==> src/inc/sleep_clk_consts.svh <==
`ifndef SLEEP_CLK_CONSTS_SVH
`define SLEEP_CLK_CONSTS_SVH
// register byte offsets on the apb bus
`define OFF_SLEEP_CTRL 12'h000
`define OFF_PWR_RED 12'h004
`define OFF_STATUS 12'h008
// sleep control fields
`define SC_ENABLE_BIT 0
`define SC_MODE_LSB 1
`define SC_LEVEL_IRQ_BIT 4
`define SC_LCD_ASYNC_BIT 5
`define SC_TMR2_ASYNC_BIT 6
`define SC_XTAL_BIT 7
`define SC_SLEEP_BIT 8
// power reduction fields
`define PR_CONV_BIT 0
`define PR_UART_BIT 1
`define PR_SPI_BIT 2
`define PR_TMR1_BIT 3
`define PR_LCD_BIT 4
`define PR_WMASK 8'h1f
`define PR_RESET 8'h00
`define SC_RESET 8'h00
// sleep mode codes
`define MODE_IDLE 3'h0
`define MODE_ADCNR 3'h1
`define MODE_PDOWN 3'h2
`define MODE_PSAVE 3'h3
`define MODE_STBY 3'h6
// standby wake latency in main clock cycles
`define STBY_WAKE_CYC 6
`endif

==> src/inc/sleep_clk_pkg.sv <==
package sleep_clk_pkg;
  typedef enum logic [2:0] {
    ST_ACTIVE = 3'h0,
    ST_SLEEP = 3'h1,
    ST_WAKE = 3'h3
  } pstate_t;
  typedef struct packed {
    logic cpu;
    logic flash;
    logic io;
    logic adc;
    logic asy;
    logic main_osc;
    logic timer_osc;
  } clk_en_t;
  typedef struct packed {
    logic lcd;
    logic tmr1;
    logic spi;
    logic uart;
    logic conv;
  } mod_en_t;
  typedef struct packed {
    logic ext_irq_level;
    logic ext_irq_edge;
    logic pin_change;
    logic start_cond;
    logic lcd_irq;
    logic tmr2_irq;
    logic spm_ready;
    logic conv_done;
    logic other_io;
  } wake_src_t;
endpackage : sleep_clk_pkg

==> src/logic/sleep_clock_gating_ctrl.sv <==
// The implementer's own choices: the APB slave port and the address map.
`timescale 1ns/10ps
`default_nettype none
`include "sleep_clk_consts.svh"
module sleep_clock_gating_ctrl
  import sleep_clk_pkg::*;
#(
  parameter int WAKE_CYC = `STBY_WAKE_CYC
)
(
  // clock, reset, enable
  input wire logic pclk,
  input wire logic presetn,
  input wire logic clk_en,
  // apb slave
  input wire logic psel,
  input wire logic penable,
  input wire logic pwrite,
  input wire logic [11:0] paddr,
  input wire logic [31:0] pwdata,
  input wire logic [3:0] pstrb,
  output logic [31:0] prdata,
  output logic pready,
  output logic pslverr,
  // core sleep request and wake sources
  input wire logic sleep_exec,
  input wire wake_src_t wake_src,
  // peripheral register access requests
  input wire mod_en_t periph_access,
  // gating outputs
  output clk_en_t domain_en,
  output mod_en_t module_en,
  output mod_en_t periph_access_ok,
  output logic lcd_sync_en,
  output logic tmr2_sync_en,
  output logic cpu_running
);

  // the resume counter is eight bits wide
  if (WAKE_CYC < 1 || WAKE_CYC > 255)
  begin : g_bad_wake_cyc
    $error("WAKE_CYC out of range");
  end

  logic [7:0] sc_q;
  logic [7:0] pr_q;
  pstate_t st_q;
  logic [2:0] mode_q;
  logic [7:0] cnt_q;
  logic wr_en;
  logic wake;
  logic lcd_async;
  logic t2_async;
  logic any_async;
  logic any_sync;
  logic [2:0] sel_mode;
  clk_en_t dom_d;
  mod_en_t mod_d;
  logic mods_on;
  logic [4:0] mod_run;
  logic [31:0] rdata_d;
  logic rerr_d;

  assign wr_en = psel && penable && pwrite && clk_en;
  assign sel_mode = sc_q[`SC_MODE_LSB +: 3];
  assign lcd_async = sc_q[`SC_LCD_ASYNC_BIT];
  assign t2_async = sc_q[`SC_TMR2_ASYNC_BIT];
  assign any_async = lcd_async || t2_async;
  assign any_sync = !lcd_async || !t2_async;
  // module clocks only run while awake or idling
  assign mods_on = st_q == ST_ACTIVE || mode_q == `MODE_IDLE;
  for (genvar i = 0; i < 5; i++)
  begin : g_mod_run
    assign mod_run[i] = mods_on && !pr_q[i];
  end


  // sleep control register
  always_ff @(posedge pclk or negedge presetn)
  begin
    if (!presetn)
      sc_q <= `SC_RESET;
    else if (wr_en && paddr == `OFF_SLEEP_CTRL && pstrb[0])
      sc_q <= pwdata[7:0];
  end

  // power reduction register
  always_ff @(posedge pclk or negedge presetn)
  begin
    if (!presetn)
      pr_q <= `PR_RESET;
    else if (wr_en && paddr == `OFF_PWR_RED && pstrb[0])
      pr_q <= pwdata[7:0] & `PR_WMASK;
  end

  // wake qualification per mode
  always_comb
  begin
    wake = 1'b0;
    case (mode_q)
      `MODE_IDLE:
        wake = |wake_src;
      `MODE_ADCNR:
        wake = wake_src.ext_irq_level || wake_src.pin_change
          || wake_src.start_cond || wake_src.spm_ready
          || wake_src.conv_done
          || (any_async && (wake_src.lcd_irq
          || wake_src.tmr2_irq));
      `MODE_PSAVE:
        wake = wake_src.ext_irq_level || wake_src.pin_change
          || wake_src.start_cond || wake_src.lcd_irq
          || wake_src.tmr2_irq;
      default:
        wake = wake_src.ext_irq_level || wake_src.pin_change
          || wake_src.start_cond;
    endcase
  end

  // sleep state machine
  always_ff @(posedge pclk or negedge presetn)
  begin
    if (!presetn)
    begin
      st_q <= ST_ACTIVE;
      mode_q <= `MODE_IDLE;
      cnt_q <= 8'h00;
    end
    else if (clk_en)
    begin
      case (st_q)
        ST_ACTIVE:
          if (sleep_exec && sc_q[`SC_ENABLE_BIT])
          begin
            // reserved codes and standby without crystal are ignored
            if (sel_mode == `MODE_STBY)
            begin
              if (sc_q[`SC_XTAL_BIT])
              begin
                mode_q <= sel_mode;
                st_q <= ST_SLEEP;
              end
            end
            else if (sel_mode[2] == 1'b0)
            begin
              mode_q <= sel_mode;
              st_q <= ST_SLEEP;
            end
          end
        ST_SLEEP:
          if (wake)
          begin
            // standby waits out the resume count before running again
            if (mode_q == `MODE_STBY)
            begin
              cnt_q <= 8'(WAKE_CYC - 1);
              st_q <= ST_WAKE;
            end
            else
              st_q <= ST_ACTIVE;
          end
        ST_WAKE:
          if (cnt_q == 8'h00)
            st_q <= ST_ACTIVE;
          else
            cnt_q <= cnt_q - 8'h01;
        default:
          st_q <= ST_ACTIVE;
      endcase
    end
  end

  // domain and module enables per state
  always_comb
  begin
    dom_d = '1;
    mod_d = mod_run;
    if (st_q != ST_ACTIVE)
    begin
      dom_d.cpu = 1'b0;
      dom_d.flash = 1'b0;
      case (mode_q)
        `MODE_IDLE: ;
        `MODE_ADCNR:
        begin
          dom_d.io = 1'b0;
          dom_d.timer_osc = any_async;
          mod_d = '0;
        end
        `MODE_PSAVE:
        begin
          dom_d.io = 1'b0;
          dom_d.adc = 1'b0;
          dom_d.asy = any_async;
          dom_d.timer_osc = any_async;
          dom_d.main_osc = any_sync;
          mod_d = '0;
        end
        `MODE_STBY:
        begin
          dom_d = '0;
          dom_d.main_osc = 1'b1;
          mod_d = '0;
        end
        default:
        begin
          dom_d = '0;
          mod_d = '0;
        end
      endcase
    end
  end

  // registered gating outputs
  always_ff @(posedge pclk or negedge presetn)
  begin
    if (!presetn)
    begin
      domain_en <= '1;
      module_en <= '1;
      periph_access_ok <= '0;
      lcd_sync_en <= 1'b1;
      tmr2_sync_en <= 1'b1;
      cpu_running <= 1'b1;
    end
    else if (clk_en)
    begin
      domain_en <= dom_d;
      module_en <= mod_d;
      periph_access_ok <= periph_access & mod_d;
      // sync clock reaches lcd and timer2 only when they select it
      lcd_sync_en <= !lcd_async
        && (st_q == ST_ACTIVE || mode_q == `MODE_IDLE
        || mode_q == `MODE_PSAVE);
      tmr2_sync_en <= !t2_async
        && (st_q == ST_ACTIVE || mode_q == `MODE_IDLE
        || mode_q == `MODE_PSAVE);
      cpu_running <= dom_d.cpu;
    end
  end

  // read mux, captured in the setup cycle
  always_comb
  begin
    rdata_d = 32'h0000_0000;
    rerr_d = 1'b0;
    case (paddr)
      `OFF_SLEEP_CTRL:
        rdata_d = {24'h00_0000, sc_q};
      `OFF_PWR_RED:
        rdata_d = {27'h000_0000, pr_q[4:0]};
      `OFF_STATUS:
        rdata_d = {27'h000_0000, mode_q, st_q[1:0]};
      default:
        rerr_d = 1'b1;
    endcase
  end

  // apb read and answer
  always_ff @(posedge pclk or negedge presetn)
  begin
    if (!presetn)
    begin
      prdata <= 32'h0000_0000;
      pready <= 1'b0;
      pslverr <= 1'b0;
    end
    else if (clk_en)
    begin
      // answer in the access cycle that follows every setup cycle in which clk_en is high
      pready <= psel && !penable;
      pslverr <= 1'b0;
      if (psel && !penable)
      begin
        prdata <= rdata_d;
        pslverr <= rerr_d;
      end
    end
  end

endmodule : sleep_clock_gating_ctrl
`default_nettype wire

==> config.mk <==
export PLATFORM = sky130hd
export DESIGN_NAME = sleep_clock_gating_ctrl
export DESIGN_NICKNAME = d
export VERILOG_FILES = /design/src/inc/sleep_clk_pkg.sv /design/src/logic/sleep_clock_gating_ctrl.sv
export VERILOG_INCLUDE_DIRS = /design/src /design/src/inc
export SDC_FILE = /design/constraint.sdc
export NUM_CORES = 1
export LEC_CHECK = 0
export BUFFER_PORTS_ARGS = -buffer_cell sky130_fd_sc_hd__buf_2
export CAP_MARGIN = 20
export CORE_ASPECT_RATIO = 1.25
export CORE_MARGIN = 4
export CORE_UTILIZATION = 31
export DETAILED_ROUTE_END_ITERATION = 10
export MAX_ROUTING_LAYER = met4
export PLACE_DENSITY = 0.54
export SYNTH_ARGS = -nofsm -noshare
export SYNTH_HDL_FRONTEND = slang
export SYNTH_SLANG_ARGS = --single-unit
==> constraint.sdc <==
create_clock -name pclk -period 1.9 [get_ports pclk]
set_input_delay 0.38 -clock pclk [delete_from_list [all_inputs] [get_ports pclk]]
set_output_delay 0.38 -clock pclk [all_outputs]
set_load 0.01 [all_outputs]
==> impl_metrics.env <==
export IMPL_critical_path_cell_chain="inv_2 -> ha_1 -> or3b_4 -> nor3_4 -> a21oi_2 -> nand4b_2 -> mux2_4"
export IMPL_critPathKind="reg2reg"
export IMPL_number_of_synthesized_flops_with_an_enable_pin=0
export IMPL_setup_worst_path_start_class="register"
export IMPL_max_vdd_ir_drop_mv=0.363
export IMPL_fillers=908
export IMPL_io_pin_count=123
export IMPL_drt_pass1_iterations=4
export IMPL_drt_wl_total_um=6630
export IMPL_yosys_register_bits=54
export IMPL_final_core_utilization_pct=40.1
export IMPL_type_of_element_capturing_the_critical_path="register"
export IMPL_cts_num_sinks=54
export IMPL_post_synth_instance_area_um2=2800
export IMPL_place_hpwl_um=5140
export IMPL_hold_viol_final=0
export IMPL_synth_avg_cell_area_um2=10.0
export IMPL_met2RoutedLength_um=3120
export IMPL_setup_tns_final_ps=0
export IMPL_hold_class="in2async"
export IMPL_ant_nets=0
export IMPL_avgViaCountPerCell=4.62
export IMPL_tritoncts="done"
export IMPL_p_per_area_nw_per_um2=571
export IMPL_dr_total_vias=2266
export IMPL_buffer_cell_driving_the_clock_tree_root="sky130_fd_sc_hd__clkbuf_8"
export IMPL_buffers_on_ports=71
export IMPL_finalSetupViolations=0
export IMPL_clk_path_buf_depth=2
export IMPL_synthCells=279
export IMPL_dp_worst_setup_slack_ps=-202
export IMPL_finalWeightedCongestion=0.782
export IMPL_clk_transition_reported_paths_ps=100
export IMPL_area_growth_synth_to_final_pct=25.3
export IMPL_grt_max_degree=36
export IMPL_path_buf_inv=1
export IMPL_die_outline_area_um2=10600
export IMPL_postSynth_topFlopCell="sky130_fd_sc_hd__dfrtp_1"
export IMPL_met3_length_um=413
export IMPL_final_critical_path_setup_slack_ps=63.4
export IMPL_ys_types=51
export IMPL_fp_dieH_um=114
export IMPL_synth_async_reset_ratio_pct=100
export IMPL_global_route_wire_length_before_repair_um=10800
export IMPL_wirelength_met1_um=3020
export IMPL_detailedRoute_firstIterationViolations=73
export IMPL_placementRows=38
export IMPL_maximum_level_of_the_cts_h_tree=2
export IMPL_numCtsBuffers=5
export IMPL_hold_worst_slack_ps=7.99
export IMPL_grt_usage_pct=13.0
export IMPL_path_max_fanout=3
export IMPL_route_detailed_drc=0
export IMPL_insertedDiodeCount=0
export IMPL_grt_setup_unrepaired="true"
export IMPL_max_cap_violations=0
export IMPL_grt_pass1_vias=2181
export IMPL_yosys_warnings=0
export IMPL_leakage_uw=0.00169
export IMPL_highest_layer="met4"
export IMPL_required_ps=2090
export IMPL_status="finished clean"
export IMPL_setup_worst_path_start="cnt_q[0]$_DFFE_PN0P_"
export IMPL_chipWidth_um=93.0
export IMPL_synth_yosys_seq_area_share_pct=48.8
export IMPL_start_util_pct=32.0
export IMPL_finalClockSkew_ps=12.3
export IMPL_slowest_delay_ps=400
export IMPL_drv_slew=0
export IMPL_wl_per_cell_um=13.5
export IMPL_finalCritPeriodShare_pct=96.7
export IMPL_clock_latency_late_sink_ps=310
export IMPL_fin_crit_ps=1840
export IMPL_layout_drive_gt1_share_pct=38.3
export IMPL_floorplan_core_area_um2=8750
export IMPL_finalNetCount=441
export IMPL_r2r_start="cnt_q[0]$_DFFE_PN0P_"
export IMPL_worst_ep_arrival_time_ps=2030
export IMPL_fmax_mhz=544
export IMPL_slowest_stage="sky130_fd_sc_hd__dfrtp_1"
export IMPL_critical_path_top_delay_family="simple AND/OR/NAND/NOR gates"
export IMPL_globalRouteOverflowTotal=0
export IMPL_grt_antenna_before_repair=0
## kinds of logic (layout without fill, tap and decap cells)
family	count (synthesis)	after routing	share of synthesized area, %
buffers and inverters	48	117	10.1
other	1	24	0.134
AND/OR/NAND/NOR	89	89	16.5
AO/OA/AOI/OAI	62	62	14.3
multiplexers	23	23	9.20
adder cells (fa/ha/maj)	2	2	0.894
flip-flops	54	54	48.8
## layer usage
layer	vias up	track usage, %
li1	1116	-
met3	4	1.97
met2	79	21.1
met5	-	-
met4	0	3.52
met1	1067	16.9
## worst register-to-register path, delay by kind of cell (launching register included)
kind                       cells  cell delay, ps
and+or+nand+nor                3             750
AOI/OAI and AO/OA              1              80
adders and majority gates      1             130
DFF                            1             400
buffers and inverters          1              60
muxes                          1             310
## worst paths after layout
path / cells past startpoint / to / slack, ps
min in group pclk: 3 / periph_access_ok[1]$_DFFE_PN0P_ / 290
max in group asynchronous: 2 / lcd_sync_en$_DFFE_PN1P_ / 1270
setup reg to reg: 7 / cnt_q[1]$_DFFE_PN0P_ / 60
hold reg to reg: 2 / domain_en[3]$_DFFE_PN1P_ / 490
hold / removal: 1 / periph_access_ok[3]$_DFFE_PN0P_ / 8
setup / recovery: 7 / cnt_q[1]$_DFFE_PN0P_ / 60
## layout by cell type (no fill, tap or decap), types with 2 or more instances in the layout
cell type                   instances
sky130_fd_sc_hd__and3_1             2
sky130_fd_sc_hd__buf_2             71
sky130_fd_sc_hd__nand2_1           22
sky130_fd_sc_hd__nor2b_1            4
sky130_fd_sc_hd__conb_1            24
sky130_fd_sc_hd__dfstp_2           13
sky130_fd_sc_hd__buf_12             2
sky130_fd_sc_hd__and2_1             2
sky130_fd_sc_hd__buf_4             24
sky130_fd_sc_hd__dfrtp_1           40
sky130_fd_sc_hd__a22o_1             5
sky130_fd_sc_hd__a22oi_1            5
sky130_fd_sc_hd__inv_2              2
sky130_fd_sc_hd__or3_1              2
sky130_fd_sc_hd__mux2_1            13
sky130_fd_sc_hd__o21ai_1           10
sky130_fd_sc_hd__ha_1               2
sky130_fd_sc_hd__inv_1             10
sky130_fd_sc_hd__a21oi_1           10
sky130_fd_sc_hd__mux2_2             8
sky130_fd_sc_hd__nor3_1             6
sky130_fd_sc_hd__nand3_1            7
sky130_fd_sc_hd__nor4_1             3
sky130_fd_sc_hd__nand3b_1           2
sky130_fd_sc_hd__clkbuf_8           5
sky130_fd_sc_hd__o22a_1             2
sky130_fd_sc_hd__nor2_1            24
sky130_fd_sc_hd__o21ai_0           11
sky130_fd_sc_hd__o31ai_1            2
sky130_fd_sc_hd__a21o_1             4
sky130_fd_sc_hd__o2bb2ai_1          3
## area by class of cell
type                    instances  area [µm²]  share of cell area [%]
well taps                     120         150                    4.28
clock inverters                 3        21.3                   0.606
clock buffers                   5        68.8                    1.96
flip-flops and latches         54        1370                    39.0
repair buffers                 97         576                    16.4
inverters                      12        45.0                    1.28
multi-input cells             200        1280                    36.4
## stage by stage
step	cells	total power (µW)	instance area [µm²]
3_5_place_dp	481	1380	3360
2_1_floorplan	302	1310	2900
5_1_grt	491	2110	3510
6_report	491	2000	3510
4_1_cts	489	2030	3460
3_3_place_gp	481	1380	3360
## repair_timing
item | in CTS | in global routing
resized for setup | 1 | 11
pin swaps | 0 | 2
setup buffers | 0 | 2
endpoints found under the setup margin | 1 | 7
hold buffers | 0 | 0
## report_power, final
| part | total, µW | internal, µW | switching [µW] |
|---|---|---|---|
| Combinational | 182 | 68.9 | 113 |
| Clock | 646 | 260 | 386 |
| Sequential | 1180 | 1170 | 8.53 |
| Total | 2000 | 1500 | 507 |
## synth_stat cells (2+ instances only)
cell type                    n  share of area (%)
sky130_fd_sc_hd__clkbuf_1    7               0.94
sky130_fd_sc_hd__a211oi_1    2               0.54
sky130_fd_sc_hd__or3_1       2               0.45
sky130_fd_sc_hd__ha_1        2               0.89
sky130_fd_sc_hd__o31ai_1     3               0.80
sky130_fd_sc_hd__mux2_1     14                5.6
sky130_fd_sc_hd__a21oi_1    11                2.0
sky130_fd_sc_hd__a22oi_1     5                1.3
sky130_fd_sc_hd__nand2_1    22                2.9
sky130_fd_sc_hd__o21ai_1     9                1.6
sky130_fd_sc_hd__and3_1      2               0.45
sky130_fd_sc_hd__and2_1      2               0.45
sky130_fd_sc_hd__nand3b_1    2               0.54
sky130_fd_sc_hd__nand3_1     7                1.3
sky130_fd_sc_hd__nor2b_1     4               0.89
sky130_fd_sc_hd__a21o_1      4                1.1
sky130_fd_sc_hd__nor4_1      3               0.67
sky130_fd_sc_hd__nor2_1     24                3.2
sky130_fd_sc_hd__dfrtp_1    41                 37
sky130_fd_sc_hd__o2bb2ai_1   3               0.94
sky130_fd_sc_hd__a22o_1      5                1.6
sky130_fd_sc_hd__o21ai_0    12                2.1
sky130_fd_sc_hd__dfstp_2    13                 12
sky130_fd_sc_hd__inv_1      12                1.6
sky130_fd_sc_hd__buf_4      27                7.2
sky130_fd_sc_hd__o22a_1      2               0.63
sky130_fd_sc_hd__mux2_2      8                3.2
sky130_fd_sc_hd__nor3_1      8                1.4
## flip-flops by register name (all words and copies together), names as in the netlist
| signal | cells |
|---|---|
| cnt_q | 8 |
| prdata | 8 |
| sc_q | 8 |
| domain_en | 6 |
| module_en | 5 |
| periph_access_ok | 5 |
| pr_q | 5 |
| mode_q | 3 |
| st_q | 2 |
| lcd_sync_en | 1 |
| pready | 1 |
| pslverr | 1 |
| tmr2_sync_en | 1 |
Power figures use the tool's default switching activity.
